--- config.mk ---
export PLATFORM = sky130hd
export DESIGN_NAME = sesq_top
export DESIGN_NICKNAME = d
export VERILOG_FILES = /design/src/rtl/sesq_pkg.sv /design/src/rtl/sesq_trig_sync.sv /design/src/rtl/sesq_top.sv
export SDC_FILE = /design/constraint.sdc
export NUM_CORES = 1
export LEC_CHECK = 0
export BUFFER_PORTS_ARGS = -buffer_cell sky130_fd_sc_hd__buf_2
export CAP_MARGIN = 25
export CORE_MARGIN = 10
export CORE_UTILIZATION = 59
export CTS_CLUSTER_DIAMETER = 80
export DETAILED_ROUTE_END_ITERATION = 12
export HOLD_SLACK_MARGIN = 0.1
export PLACE_DENSITY = 0.82
export SETUP_SLACK_MARGIN = 0.3
export SLEW_MARGIN = 20
export SYNTH_ARGS = -nofsm -noshare
export SYNTH_HDL_FRONTEND = slang
export SYNTH_SLANG_ARGS = --single-unit
--- constraint.sdc ---
create_clock -name SYS_CLK_I -period 13 [get_ports SYS_CLK_I]
set_input_delay 1.3 -clock SYS_CLK_I [delete_from_list [all_inputs] [get_ports SYS_CLK_I]]
set_output_delay 1.3 -clock SYS_CLK_I [all_outputs]
set_load 0.02 [all_outputs]
--- src/rtl/sesq_pkg.sv ---
// Shared constants, modes and configuration carrier of the exposure sequencer
package sesq_pkg;

  // ----------------------------------------------------------------
  // Clock and timer granularity
  // ----------------------------------------------------------------
  localparam int SYS_PERIOD_PS = 5000;
  localparam int LOGIC_PERIOD_A_PS = 16129;
  localparam int LOGIC_PERIOD_B_PS = 64516;
  localparam int UNIT_A_CYC = (LOGIC_PERIOD_A_PS + SYS_PERIOD_PS - 1) / SYS_PERIOD_PS;
  localparam int UNIT_B_CYC = (LOGIC_PERIOD_B_PS + SYS_PERIOD_PS - 1) / SYS_PERIOD_PS;
  localparam logic [3:0] UNIT_A_M1 = 4'(UNIT_A_CYC - 1);
  localparam logic [3:0] UNIT_B_M1 = 4'(UNIT_B_CYC - 1);

  // ----------------------------------------------------------------
  // Overheads, readout geometry and monitor selection
  // ----------------------------------------------------------------
  localparam logic [15:0] ROT_CYCLES = 16'h0010;
  localparam logic [15:0] FOT_CYCLES = 16'h0040;
  localparam int KERNEL_SHIFT = 3;
  localparam int ROI_COUNT = 8;
  localparam logic [ROI_COUNT-1:0] ROI_SINGLE = 8'h01;
  localparam logic [2:0] MON_SEL_FIRST_LINE = 3'h5;
  localparam logic [15:0] TIMER_RESET = 16'h0000;
  localparam logic [10:0] LINE_RESET = 11'h000;

  // ----------------------------------------------------------------
  // Shutter modes and configuration carrier
  // ----------------------------------------------------------------
  typedef enum logic [1:0] {
    SESQ_PIPELINED,
    SESQ_TRIG_MASTER,
    SESQ_TRIG_SLAVE,
    SESQ_ROLLING
  } sesq_mode_e;

  typedef struct packed {
    sesq_mode_e mode;
    logic variant_b;
    logic frame_time_programming_select;
    logic [15:0] frame_period_setting;
    logic [15:0] integration_length_setting;
    logic [15:0] reset_length_setting;
    logic [15:0] timer_multiplier;
    logic [10:0] active_lines;
    logic [10:0] padding_lines;
    logic [15:0] rolling_row_readout_length;
    logic [7:0] window_column_begin;
    logic [7:0] window_column_finish;
    logic [ROI_COUNT-1:0] roi_enable;
    logic [2:0] monitor_select;
  } sesq_cfg_s;

endpackage

--- src/rtl/sesq_trig_sync.sv ---
// Trigger pin synchroniser with agreement filter and edge pulses
`timescale 1ns/1ps
`default_nettype none
module sesq_trig_sync
  import sesq_pkg::*;
(
  input wire logic clk_i,
  input wire logic rst_n_i,
  input wire logic pin_i,
  output logic level_o,
  output logic rise_o,
  output logic fall_o
);

  // ----------------------------------------------------------------
  // Three-stage capture; a change counts once stages two and three agree
  // ----------------------------------------------------------------
  logic s1_q, s2_q, s3_q, lvl_q, rise_q, fall_q;
  logic lvl_d, rise_d, fall_d;

  // Next level only from agreeing later stages, first stage untouched
  always_comb
  begin
    lvl_d = lvl_q;
    if (s2_q == s3_q)
    begin
      lvl_d = s3_q;
    end
    rise_d = lvl_d & ~lvl_q;
    fall_d = ~lvl_d & lvl_q;
  end

  // Registers only
  always_ff @(posedge clk_i)
  begin
    if (!rst_n_i)
    begin
      s1_q <= 1'b0;
      s2_q <= 1'b0;
      s3_q <= 1'b0;
      lvl_q <= 1'b0;
      rise_q <= 1'b0;
      fall_q <= 1'b0;
    end
    else
    begin
      s1_q <= pin_i;
      s2_q <= s1_q;
      s3_q <= s2_q;
      lvl_q <= lvl_d;
      rise_q <= rise_d;
      fall_q <= fall_d;
    end
  end

  assign level_o = lvl_q;
  assign rise_o = rise_q;
  assign fall_o = fall_q;

  // ----------------------------------------------------------------
  // Checks
  // ----------------------------------------------------------------
  AST_RISE_NEEDS_PIN_HIGH: assert property (
    @(posedge clk_i) disable iff (!rst_n_i)
    rise_o |-> $past(s3_q) && $past(s2_q))
    else $error("rise pulse without settled high trigger");

  AST_LEVEL_FOLLOWS_AGREE: assert property (
    @(posedge clk_i) disable iff (!rst_n_i)
    (s2_q && s3_q) |=> level_o)
    else $error("filtered trigger level did not follow agreeing stages");

endmodule
`default_nettype wire

--- src/rtl/sesq_top.sv ---
// Exposure and readout sequencer for global and rolling shutter operation
// Summary of operation
// - Scale timer settings by multiplier granule
// - Transfer in overhead, then timed photodiode reset
// - Release reset, expose for setting times multiplier
// - Exposure start during readout waits line boundary
// - Pipelined exposure extends until readout complete
// - Frame-time select derives reset from frame period
// - Triggered master starts on rising trigger only
// - Triggered master exposure extends until readout complete
// - Monitor select five flags first line
// - Slave: rise starts exposure, fall starts transfer
// - Slave exposure extends until readout complete
// - Rolling exposure counted in whole lines
// - Rolling adds padding lines without pixel data
// - Line time is overhead plus readout length
// - Readout length register, floored by window width
// - Eight windows global, one in rolling
// - Column begin times eight gives pixel column
`timescale 1ns/1ps
`default_nettype none
module sesq_top
  import sesq_pkg::*;
(
  input wire logic SYS_CLK_I,
  input wire logic RST_N_I,
  input wire sesq_cfg_s CFG_I,
  input wire logic EXPOSURE_TRIGGER_PIN_I,
  output logic PD_RESET_O,
  output logic STORE_XFER_O,
  output logic EXPOSING_O,
  output logic READOUT_BUSY_O,
  output logic LINE_VALID_O,
  output logic FIRST_LINE_INDICATOR_O,
  output logic [10:0] ROW_INDEX_O,
  output logic [10:0] ROLL_RESET_ROW_O,
  output logic [10:0] COL_START_PIX_O,
  output logic [ROI_COUNT-1:0] ROI_ACTIVE_O
);

  // ----------------------------------------------------------------
  // Helpers
  // ----------------------------------------------------------------
  function automatic logic [15:0] max16(input logic [15:0] a, input logic [15:0] b);
    max16 = (a > b) ? a : b;
  endfunction

  // Last count of one logic-clock period, in system clock cycles
  function automatic logic [3:0] unit_last(input logic vb);
    unit_last = vb ? UNIT_B_M1 : UNIT_A_M1;
  endfunction

  typedef enum {
    ST_IDLE,
    ST_ARM,
    ST_FOT,
    ST_RESET,
    ST_WAIT_LINE,
    ST_EXPOSE,
    ST_HOLD
  } sesq_state_e;

  // ----------------------------------------------------------------
  // Trigger input
  // ----------------------------------------------------------------
  logic trig_lvl, trig_rise, trig_fall;

  sesq_trig_sync u_trig (
    .clk_i(SYS_CLK_I),
    .rst_n_i(RST_N_I),
    .pin_i(EXPOSURE_TRIGGER_PIN_I),
    .level_o(trig_lvl),
    .rise_o(trig_rise),
    .fall_o(trig_fall)
  );

  // ----------------------------------------------------------------
  // Line geometry
  // ----------------------------------------------------------------
  logic rolling;
  logic [15:0] kernels;
  logic [15:0] line_len;
  logic [10:0] frame_lines;
  assign rolling = (CFG_I.mode == SESQ_ROLLING);
  // Window width floors the readout length, so a short setting never truncates a row
  assign kernels = {8'h00, CFG_I.window_column_finish - CFG_I.window_column_begin};
  assign line_len = ROT_CYCLES + max16(CFG_I.rolling_row_readout_length, kernels);
  // Padding lines only extend the rolling frame
  assign frame_lines = rolling ? 11'(CFG_I.active_lines + CFG_I.padding_lines)
                               : CFG_I.active_lines;

  // ----------------------------------------------------------------
  // Readout engine: line timer and row counter
  // ----------------------------------------------------------------
  logic rd_busy_q, rd_busy_d;
  logic [15:0] rd_tmr_q, rd_tmr_d;
  logic [10:0] rd_line_q, rd_line_d;
  logic line_end, rd_start;
  logic [3:0] rd_pre_q, rd_pre_d;
  logic rd_tick;

  // Line length is in logic-clock periods, so a prescaler paces the row timer
  assign rd_tick = (rd_pre_q == unit_last(CFG_I.variant_b));
  assign line_end = rd_busy_q && rd_tick && (rd_tmr_q == 16'(line_len - 16'h0001));

  // Rolling runs free; global readout starts when the overhead ends
  always_comb
  begin
    rd_busy_d = rd_busy_q;
    rd_tmr_d = rd_tmr_q;
    rd_line_d = rd_line_q;
    rd_pre_d = rd_tick ? 4'h0 : 4'(rd_pre_q + 4'h1);
    if (rd_start || (rolling && !rd_busy_q))
    begin
      rd_busy_d = (frame_lines != LINE_RESET);
      rd_tmr_d = TIMER_RESET;
      rd_line_d = LINE_RESET;
      rd_pre_d = 4'h0;
    end
    else if (line_end)
    begin
      rd_tmr_d = TIMER_RESET;
      if (rd_line_q == 11'(frame_lines - 11'h001))
      begin
        rd_line_d = LINE_RESET;
        rd_busy_d = rolling;
      end
      else
      begin
        rd_line_d = 11'(rd_line_q + 11'h001);
      end
    end
    else if (rd_busy_q && rd_tick)
    begin
      rd_tmr_d = 16'(rd_tmr_q + 16'h0001);
    end
  end

  always_ff @(posedge SYS_CLK_I)
  begin
    if (!RST_N_I)
    begin
      rd_busy_q <= 1'b0;
      rd_tmr_q <= TIMER_RESET;
      rd_line_q <= LINE_RESET;
      rd_pre_q <= 4'h0;
    end
    else
    begin
      rd_busy_q <= rd_busy_d;
      rd_tmr_q <= rd_tmr_d;
      rd_line_q <= rd_line_d;
      rd_pre_q <= rd_pre_d;
    end
  end

  // ----------------------------------------------------------------
  // Granule timer: logic-clock unit times multiplier
  // ----------------------------------------------------------------
  sesq_state_e st_q, st_d;
  logic [3:0] base_q, base_d, unit_m1;
  logic [15:0] mult_q, mult_d, gran_q, gran_d;
  logic unit_tick, gran_tick;

  assign unit_m1 = unit_last(CFG_I.variant_b);
  assign unit_tick = (base_q == unit_m1);
  assign gran_tick = unit_tick &&
                     ((mult_q == 16'(CFG_I.timer_multiplier - 16'h0001)) ||
                      (CFG_I.timer_multiplier == 16'h0000));

  // Restart on every state change so each phase is timed from its own start
  always_comb
  begin
    base_d = unit_tick ? 4'h0 : 4'(base_q + 4'h1);
    mult_d = gran_tick ? TIMER_RESET : (unit_tick ? 16'(mult_q + 16'h0001) : mult_q);
    gran_d = gran_tick ? 16'(gran_q + 16'h0001) : gran_q;
    if (st_d != st_q)
    begin
      base_d = 4'h0;
      mult_d = TIMER_RESET;
      gran_d = TIMER_RESET;
    end
  end

  always_ff @(posedge SYS_CLK_I)
  begin
    if (!RST_N_I)
    begin
      base_q <= 4'h0;
      mult_q <= TIMER_RESET;
      gran_q <= TIMER_RESET;
    end
    else
    begin
      base_q <= base_d;
      mult_q <= mult_d;
      gran_q <= gran_d;
    end
  end

  // ----------------------------------------------------------------
  // Global shutter sequence
  // ----------------------------------------------------------------
  logic [15:0] reset_target, fot_cnt_q, fot_cnt_d;
  logic reset_done, exp_done;

  // Frame-time select leaves the remainder of the frame to reset
  assign reset_target = !CFG_I.frame_time_programming_select ? CFG_I.reset_length_setting :
    ((CFG_I.frame_period_setting > CFG_I.integration_length_setting) ?
     16'(CFG_I.frame_period_setting - CFG_I.integration_length_setting) : 16'h0000);
  assign reset_done = (gran_q >= reset_target);
  // Slave ends once the pin is low; a fall seen while waiting for a line is not lost
  assign exp_done = (CFG_I.mode == SESQ_TRIG_SLAVE) ? !trig_lvl :
                    (gran_q >= CFG_I.integration_length_setting);
  assign rd_start = (st_q == ST_FOT) && (fot_cnt_q == 16'(FOT_CYCLES - 16'h0001));

  always_comb
  begin
    st_d = st_q;
    fot_cnt_d = (st_q == ST_FOT) ? 16'(fot_cnt_q + 16'h0001) : TIMER_RESET;
    case (st_q)
      ST_IDLE:
      begin
        if (CFG_I.mode == SESQ_PIPELINED)
          st_d = ST_RESET;
        else if (!rolling)
          st_d = ST_ARM;
      end
      ST_ARM:
      begin
        // Only the rising edge arms exposure; falling edge is ignored here
        if (trig_rise)
          st_d = rd_busy_q ? ST_WAIT_LINE : ST_EXPOSE;
      end
      ST_RESET:
      begin
        if (reset_done)
          st_d = rd_busy_q ? ST_WAIT_LINE : ST_EXPOSE;
      end
      ST_WAIT_LINE:
      begin
        // Exposure may only open at a row boundary while readout runs
        if (line_end || !rd_busy_q)
          st_d = ST_EXPOSE;
      end
      ST_EXPOSE:
      begin
        if (exp_done)
          st_d = rd_busy_q ? ST_HOLD : ST_FOT;
      end
      ST_HOLD:
      begin
        if (!rd_busy_q)
          st_d = ST_FOT;
      end
      ST_FOT:
      begin
        if (rd_start)
          st_d = (CFG_I.mode == SESQ_PIPELINED) ? ST_RESET : ST_ARM;
      end
      default:
      begin
        st_d = ST_IDLE;
      end
    endcase
    if (rolling)
      st_d = ST_IDLE;
  end

  always_ff @(posedge SYS_CLK_I)
  begin
    if (!RST_N_I)
    begin
      st_q <= ST_IDLE;
      fot_cnt_q <= TIMER_RESET;
    end
    else
    begin
      st_q <= st_d;
      fot_cnt_q <= fot_cnt_d;
    end
  end

  // ----------------------------------------------------------------
  // Registered outputs
  // ----------------------------------------------------------------
  logic pd_q, xfer_q, exp_q, busy_q, lval_q, first_q;
  logic [10:0] row_q, rrow_q, col_q;
  logic [ROI_COUNT-1:0] roi_q;
  logic pd_d, xfer_d, exp_d, lval_d, first_d;
  logic [10:0] rrow_d, col_d, rrow_sum;
  logic [ROI_COUNT-1:0] roi_d;

  // Rolling reset pointer leads the read pointer by the exposure in lines
  assign rrow_sum = 11'(rd_line_d + CFG_I.integration_length_setting[10:0]);

  always_comb
  begin
    exp_d = (st_d == ST_EXPOSE) || (st_d == ST_HOLD);
    pd_d = !rolling && !exp_d;
    xfer_d = (st_d == ST_FOT);
    lval_d = rd_busy_d && (rd_line_d < CFG_I.active_lines);
    first_d = (CFG_I.monitor_select == MON_SEL_FIRST_LINE) && rd_busy_d &&
              (rd_line_d == LINE_RESET);
    rrow_d = (rrow_sum >= frame_lines) ? 11'(rrow_sum - frame_lines) : rrow_sum;
    col_d = 11'({3'h0, CFG_I.window_column_begin} << KERNEL_SHIFT);
    roi_d = rolling ? (CFG_I.roi_enable & ROI_SINGLE) : CFG_I.roi_enable;
  end

  always_ff @(posedge SYS_CLK_I)
  begin
    if (!RST_N_I)
    begin
      pd_q <= 1'b1;
      xfer_q <= 1'b0;
      exp_q <= 1'b0;
      busy_q <= 1'b0;
      lval_q <= 1'b0;
      first_q <= 1'b0;
      row_q <= LINE_RESET;
      rrow_q <= LINE_RESET;
      col_q <= LINE_RESET;
      roi_q <= '0;
    end
    else
    begin
      pd_q <= pd_d;
      xfer_q <= xfer_d;
      exp_q <= exp_d;
      busy_q <= rd_busy_d;
      lval_q <= lval_d;
      first_q <= first_d;
      row_q <= rd_line_d;
      rrow_q <= rrow_d;
      col_q <= col_d;
      roi_q <= roi_d;
    end
  end

  assign PD_RESET_O = pd_q;
  assign STORE_XFER_O = xfer_q;
  assign EXPOSING_O = exp_q;
  assign READOUT_BUSY_O = busy_q;
  assign LINE_VALID_O = lval_q;
  assign FIRST_LINE_INDICATOR_O = first_q;
  assign ROW_INDEX_O = row_q;
  assign ROLL_RESET_ROW_O = rrow_q;
  assign COL_START_PIX_O = col_q;
  assign ROI_ACTIVE_O = roi_q;

  // ----------------------------------------------------------------
  // Checks
  // ----------------------------------------------------------------
  AST_EXPOSE_AT_LINE_EDGE: assert property (
    @(posedge SYS_CLK_I) disable iff (!RST_N_I)
    ($rose(EXPOSING_O) && READOUT_BUSY_O) |-> (rd_tmr_q == TIMER_RESET && rd_pre_q == 4'h0))
    else $error("exposure opened away from a line boundary");

  AST_NO_FOT_DURING_READ: assert property (
    @(posedge SYS_CLK_I) disable iff (!RST_N_I)
    (st_q != ST_FOT && st_d == ST_FOT) |-> !rd_busy_q)
    else $error("transfer started before readout finished");

  AST_HOLD_TILL_DONE: assert property (
    @(posedge SYS_CLK_I) disable iff (!RST_N_I)
    (st_q == ST_HOLD && rd_busy_q) |=> (st_q == ST_HOLD))
    else $error("exposure left extension while readout busy");

  AST_FOT_LENGTH: assert property (
    @(posedge SYS_CLK_I) disable iff (!RST_N_I)
    rd_start |-> ($past(st_q, 63) == ST_FOT) && (st_q == ST_FOT))
    else $error("frame overhead length wrong");

  AST_SLAVE_FALL_ENDS: assert property (
    @(posedge SYS_CLK_I) disable iff (!RST_N_I)
    (st_q == ST_EXPOSE && CFG_I.mode == SESQ_TRIG_SLAVE && trig_lvl) |=>
    (st_q == ST_EXPOSE || rolling || CFG_I.mode != SESQ_TRIG_SLAVE))
    else $error("slave exposure ended without falling trigger");

  AST_ARM_NEEDS_RISE: assert property (
    @(posedge SYS_CLK_I) disable iff (!RST_N_I)
    (st_q == ST_ARM && st_d != ST_ARM && !rolling) |-> trig_rise)
    else $error("armed sequence left without trigger rise");

  AST_PD_VS_EXPOSE: assert property (
    @(posedge SYS_CLK_I) disable iff (!RST_N_I)
    EXPOSING_O |-> !PD_RESET_O)
    else $error("photodiode reset held during exposure");

  AST_FIRST_LINE_FLAG: assert property (
    @(posedge SYS_CLK_I) disable iff (!RST_N_I)
    FIRST_LINE_INDICATOR_O |-> (ROW_INDEX_O == LINE_RESET) && READOUT_BUSY_O &&
    ($past(CFG_I.monitor_select) == MON_SEL_FIRST_LINE))
    else $error("first line flag outside first line");

  AST_ROLL_ONE_ROI: assert property (
    @(posedge SYS_CLK_I) disable iff (!RST_N_I)
    $past(rolling) |-> (ROI_ACTIVE_O[ROI_COUNT-1:1] == '0))
    else $error("more than one window in rolling mode");

  AST_COL_SCALE: assert property (
    @(posedge SYS_CLK_I) disable iff (!RST_N_I)
    1'b1 |=> (COL_START_PIX_O == 11'({3'h0, $past(CFG_I.window_column_begin)} << 3)))
    else $error("column start not scaled by eight");

  COV_PIPE_CYCLE: cover property (
    @(posedge SYS_CLK_I) disable iff (!RST_N_I)
    st_q == ST_RESET ##1 st_q == ST_EXPOSE);
  COV_WAIT_LINE: cover property (
    @(posedge SYS_CLK_I) disable iff (!RST_N_I)
    st_q == ST_WAIT_LINE ##1 st_q == ST_EXPOSE);
  COV_HOLD: cover property (
    @(posedge SYS_CLK_I) disable iff (!RST_N_I)
    st_q == ST_HOLD ##1 st_q == ST_FOT);
  COV_ROLL_WRAP: cover property (
    @(posedge SYS_CLK_I) disable iff (!RST_N_I)
    rolling && line_end && rd_line_d == LINE_RESET);
  COV_SLAVE_LATE_FALL: cover property (
    @(posedge SYS_CLK_I) disable iff (!RST_N_I)
    CFG_I.mode == SESQ_TRIG_SLAVE && st_q == ST_WAIT_LINE && trig_fall);

endmodule
`default_nettype wire

-- After elaboration in Yosys (flattened, before gate mapping)
Index checks and enable logic that the tools add are counted.
- register bits: 156
- latch bits: 0
- RAM bits: 0
- bits in read-only memories: 0
- input bits: 136
- output and inout port bits: 47
- word-level logic and storage cells: 124
- memories: 0
- add/sub/neg operators: 16
- multipliers: 0
- div/mod/pow operators: 0
- order comparisons: 6
- eq/ne operators: 21
- shifts and indexed selects: 0
- mux-type cells: 25
- bitwise operators: 3
- reductions and logical operators: 29
- operator list (operator ; count):
    32-bit 2-to-1 mux ; 7
    32-bit one-hot mux with 7 select lines ; 1
    32-bit by 3-bit == test with 1-bit output (second input constant) ; 5
    16-bit by 1-bit adder with 16-bit output (second input constant) ; 4
    32-bit by 2-bit == test with 1-bit output (second input constant) ; 2
    32-bit by 4-bit == test with 1-bit output (second input constant) ; 2
    11-bit 2-to-1 mux ; 5
    16-bit 2-to-1 mux ; 3
    16-bit == test ; 2
    32-bit by 1-bit == test with 1-bit output (second input constant) ; 1
    16-bit greater-or-equal comparator ; 2
    32-bit zero test ; 1
    32-bit != test ; 1
    16-bit by 1-bit subtractor with 16-bit output (second input constant) ; 2
    11-bit adder ; 2
    5-bit by 16-bit adder with 16-bit output (first input constant) ; 1
    16-bit by 6-bit == test with 1-bit output (second input constant) ; 1
    16-bit > comparator ; 1
    16-bit by 8-bit > comparator with 1-bit output ; 1
    16-bit zero test ; 1
    16-bit subtractor ; 1
    3-bit OR reduction ; 4
    11-bit by 1-bit adder with 11-bit output (second input constant) ; 1
    11-bit == test ; 1
    24 further kinds ; 48

-- Longest topological paths before layout
- depth in word-level cells: 15
- gate-level depth with buffers: 49
- depth with buffers taken out: 45

-- By module
From an unflattened synthesis, not the netlist that was laid out.
- cells, all modules: 1417
- area, all modules: 11711.2 um2
- modules (own cells, without submodules) (module ; instances ; cells an instance ; area an instance (um2) ; sequential area each (um2)):
    sesq_top ; 1 ; 1402 ; 11533.6 ; 2962.8
    sesq_trig_sync ; 1 ; 15 ; 177.7 ; 120.1

-- Least setup slack after synthesis
OpenSTA, ideal clock, no wires.
- path kind: input-to-reg
- from: in CFG_I[11] (netlist name)
- to: reg rrow_q[10] (netlist: ROLL_RESET_ROW_O[10])
- setup time: 128 ps
- arrival time: 10159 ps
- required time: 12872 ps
- setup slack: 2713 ps
- stages: 47
- buffers on the path: 3
- cell sequence: inv_1 ha_1 inv_1 fa_1 a211oi_2 nor2_1 xor2_1 inv_2 ha_1 nand4_1 nor2_1 a21oi_1 nor3_1 mux2i_1 ha_1 nor3b_1 nor2_1 nand3_1 (+11 left out) a21oi_1 o21bai_1 a21oi_1 nor2b_1 o21a_1 o21ai_0 nand2b_1 a21oi_1 xnor2_1 xnor2_1 ha_1 nand4_1 nor3_1 a211o_1 a31oi_1 clkbuf_1 mux2i_1 nor2_1
- word-level cells in the longest chain between the ends: 12
- elaborated cells between the ends (all ways): 13
- those cells by class: add/sub: 5; order compare: 2; eq/ne: 1; mux: 4; reduce/logical: 1
- RTL lines (item ; line ; text):
    from (decl) ; sesq_top.sv:27 ; input wire sesq_cfg_s CFG_I,
    8-bit subtractor * ; sesq_top.sv:86 ; assign kernels = {8'h00, CFG_I.window_column_finish - CFG_I.window_column_begin};
    16-bit by 8-bit > comparator with 1-bit output ; sesq_top.sv:45 ; max16 = (a > b) ? a : b;
    16-bit 2-to-1 mux * ; sesq_top.sv:45 ;
    5-bit by 16-bit adder with 16-bit output * ; sesq_top.sv:87 ; assign line_len = ROT_CYCLES + max16(CFG_I.rolling_row_readout_length, kernels);
    16-bit by 1-bit subtractor with 16-bit output * ; sesq_top.sv:104 ; assign line_end = rd_busy_q && rd_tick && (rd_tmr_q == 16'(line_len - 16'h0001));
    16-bit == test * ; sesq_top.sv:104 ;
    1-bit logical AND * ; sesq_top.sv:104 ;
    11-bit 2-to-1 mux * ; sesq_top.sv:120 ; else if (line_end)
    11-bit 2-to-1 mux * ; sesq_top.sv:113 ; if (rd_start || (rolling && !rd_busy_q))
    via rd_line_d[0] ; sesq_top.sv:97 ; logic [10:0] rd_line_q, rd_line_d;
    11-bit adder * ; sesq_top.sv:295 ; assign rrow_sum = 11'(rd_line_d + CFG_I.integration_length_setting[10:0]);
    11-bit subtractor / 11-bit greater-or-equal comparator (equally long branches) ; sesq_top.sv:305 ; rrow_d = (rrow_sum >= frame_lines) ? 11'(rrow_sum - frame_lines) : rrow_sum;
    11-bit 2-to-1 mux * ; sesq_top.sv:305 ;
    to (signal assigned) ; sesq_top.sv:334 ; rrow_q <= rrow_d;
    to (decl) ; sesq_top.sv:288 ; logic [10:0] row_q, rrow_q, col_q;
Mark *: on every way through the listed nets, which the timed path passes. The rest lies on a longest branch.
A chain may end at the register's enable or synchronous reset.

-- Final worst setup path
- from: in CFG_I[11] (netlist name)
- to: reg rrow_q[4] (netlist: ROLL_RESET_ROW_O[4])
The elaborated chain is that of the path after synthesis.

==> results.md <==
- Synth Register Bits: 153
- Via/cell ratio: 5.895
- RSZ-0062 raised after global routing: false
- Row count: 51
- Final HPWL DP: 26.20 mm
- H-tree Lvls: 4
- R2r worst-path depth: 32
- Critical path depth: 48
- Hold-fix buffers at CTS: 0
- Final-stage net count: 1,885
- GRT Resource Usage Total: 24.27%
- Design area: 13,690 um2
- Setup Fix Bufs, Post-CTS: 0
- CTS tree: built
- CTS max path bufs: 2
- Area Growth Syn to Fin: 15.02%
- Initial antenna violation count: 0
- Slowest-stage cell, CP: nor3_1
- CP Capture Point: ROLL_RESET_ROW_O[4]$_SDFF_PN0_
- Ys async rst share: 0%
- DR WL/cell: 17.10 um
- Post-route DRC: 0
- Critical Path Start Type: input pin
- Fin. max-slew vios: 0
- Synth warn: 0
- Synthesized instance count: 1,443
- GP Congestion: 0.9474
- Final worst-path cycle share: 84.49%
- DRT Wirelength: 32.60 mm
- Crit path arrival time: 11,310 ps
- Critical Path Max Stage Delay: 640 ps
- Clk Latency, worst-skew pair: 430 ps
- Synth cell types: 94
- EDFF count, synth: 0
- Die footprint: 26,250 um2
- CP Max Fanout: 23
- Reg-to-Reg End: ROLL_RESET_ROW_O[4]$_SDFF_PN0_
- Avg Cell Area, Syn: 8.247 um2
- Die W: 162.0 um
- Critical path class: input pin to register
- Class of the worst hold path: register to register
- Largest net degree at the start of global routing: 37
- Fmax: 91.04 MHz
- Sequential share of the synthesized area: 25.74%
- Ys flop type: dfxtp_1
- Pwr Total: 1.301 mW
- Worst slack at placement: 1755 ps
- DRT Pass-1 Iters: 5
- Clock transition at the registers of the reported paths: 60 ps
- LEAKAGE: 6.089 nW
- Relative slew slack: 37.67%
- Global-route wire length before repair: 53.32 mm
- Crit path top cell by count: nor2_1
- Status: finished clean
- Power density over cell area: 95.05 nW/um2
- Layout cell share with drive strength beyond 1: 16.70%
- Clk sinks: 153
- Post-route ant nets: 0
- Max-cap violations: 0
- Worst R2R Start: READOUT_BUSY_O$_SDFF_PN0_
- Initial Util: 60.55%
- Post-cts resize count: 0
- Hold Vio Cnt, Final: 0
- Worst path top cell family by delay: compound AO/OA/AOI/OAI gates
- Clk_skew: 13.78 ps
- Critical Path Source: CFG_I[11]
- Crit end category: register
- Post-layout worst setup margin: 2016 ps
- Min Tclk post-route: 10,980 ps
- Vias: 11,240
- WP buf/inv: 6
- Hold WS: 435.4 ps
- Endpoints failing setup: 0
- Reg2reg setup slack: 6110 ps
- Dpl cell area: 13,070 um2
- Number of global-route vias before repair: 11,000
- Final setup TNS: 0 ps
- Final Util: 69.65%
- Overflow after GRT: 0
- Worst-Margin Slew: 931.6 ps
- Required @ worst endpoint: 13,320 ps
- CTS buffer count: 17
- Die height: 162.0 um
- Syn Std Cell Area: 11,900 um2
- Initial DRC Count: 847
- Antenna diodes: 0
- Area of the core: 19,650 um2
- Root Driver: clkbuf_16
- Non-filler cells, final: 1,906
- IO Port Bufs: 179
- VDD IR max: 0.08869 mV
- Dpl cells: 1,873
- Io pins: 183
-- final cells by class --
class	instances	area (um2)
Timing Repair Buffer	186	955.9
Tap cell	265	331.6
Fill cell	1664	5966
Clock inverter	13	153.9
Inverter	83	311.5
Multi-Input combinational cell	1187	8419
Sequential cell	153	3063
Clock buffer	19	452.9
-- power by group --
| group | switching [mW] | internal, mW |
|---|---|---|
| clock network | 0.221 | 0.284 |
| logic | 0.182 | 0.125 |
| registers | 0.00563 | 0.483 |
| total | 0.409 | 0.892 |
-- how the worst min path moves through the flow --
stage	from	to	depth (start not counted)
after floorplan	u_trig.s1_q$_SDFF_PN0_	u_trig.s2_q$_SDFF_PN0_	1
after global placement	u_trig.s1_q$_SDFF_PN0_	u_trig.s2_q$_SDFF_PN0_	1
after detailed placement	u_trig.s1_q$_SDFF_PN0_	u_trig.s2_q$_SDFF_PN0_	1
after CTS	u_trig.s1_q$_SDFF_PN0_	u_trig.s2_q$_SDFF_PN0_	1
after global routing	u_trig.s1_q$_SDFF_PN0_	u_trig.s2_q$_SDFF_PN0_	1
final	u_trig.s1_q$_SDFF_PN0_	u_trig.s2_q$_SDFF_PN0_	1
-- layout by cell type (no fill, tap or decap), drive strengths merged, types with 6 or more instances in the layout --
master / Yosys / layout
nand3b: 6 / 6
nand2: 87 / 87
nor3b: 8 / 8
nand2b: 20 / 20
dfxtp: 153 / 153
a21boi: 9 / 9
or2: 8 / 8
a2111oi: 7 / 7
nor2b: 17 / 17
ha: 116 / 116
a21oi: 65 / 65
buf: 20 / 186
o21ai: 43 / 43
xor2: 74 / 74
or3: 11 / 11
a22oi: 14 / 14
nor3: 69 / 69
o31ai: 9 / 9
a31oi: 11 / 11
a211oi: 11 / 11
nor2: 152 / 152
xnor2: 96 / 96
o21a: 8 / 8
nand4: 45 / 45
and2: 15 / 15
o211ai: 7 / 7
a21o: 40 / 40
a211o: 7 / 7
and3: 27 / 27
clkbuf: 31 / 19
nand3: 46 / 46
nor4: 26 / 26
conb: 1 / 32
mux2i: 13 / 13
inv: 83 / 90
o21bai: 7 / 7
-- Yosys cell counts (14+ instances only) --
cell type	n	area [um2]
xor2_1	74	648.1
a21o_1	39	292.8
nand2b_1	20	125.1
nand2_1	87	326.6
ha_1	116	1451
and2_1	15	93.84
and3_1	27	168.9
xnor2_1	96	840.8
nor2_1	152	570.6
nor3_1	51	255.2
nor2b_1	17	106.4
nand3_1	45	225.2
dfxtp_1	153	3063
clkbuf_1	30	112.6
a22oi_1	14	105.1
nor4_1	23	143.9
o21ai_0	39	195.2
nand4_1	45	281.5
a21oi_1	64	320.3
nor3_2	16	160.2
inv_1	82	307.8
-- sequential cells by signal (all words and copies together), names as in the netlist, 4 cells and up --
name              cells
mult_q               16
base_q                4
rd_pre_q              4
ROW_INDEX_O          11
fot_cnt_q            16
ROI_ACTIVE_O          8
rd_tmr_q             16
gran_q               16
ROLL_RESET_ROW_O     11
COL_START_PIX_O       8
st_q                 32
-- metal layers --
| layer | routed length, um | global-route usage, % |
|---|---|---|
| met4 | 788 | 7.651 |
| met3 | 2179 | 5.536 |
| met1 | 13800 | 29.14 |
| met2 | 15840 | 41.99 |
| met5 | 0 | 0 |
-- cell families after synthesis --
group                    synth area share, %
AO/OA/AOI/OAI                          17.49
XOR/XNOR                               12.70
adder cells (fa/ha/maj)                13.04
buffers and inverters                  4.584
flip-flops                             25.74
multiplexers                           1.377
other                                0.03151
AND/OR/NAND/NOR                        25.04
Power figures use the tool's default switching activity.
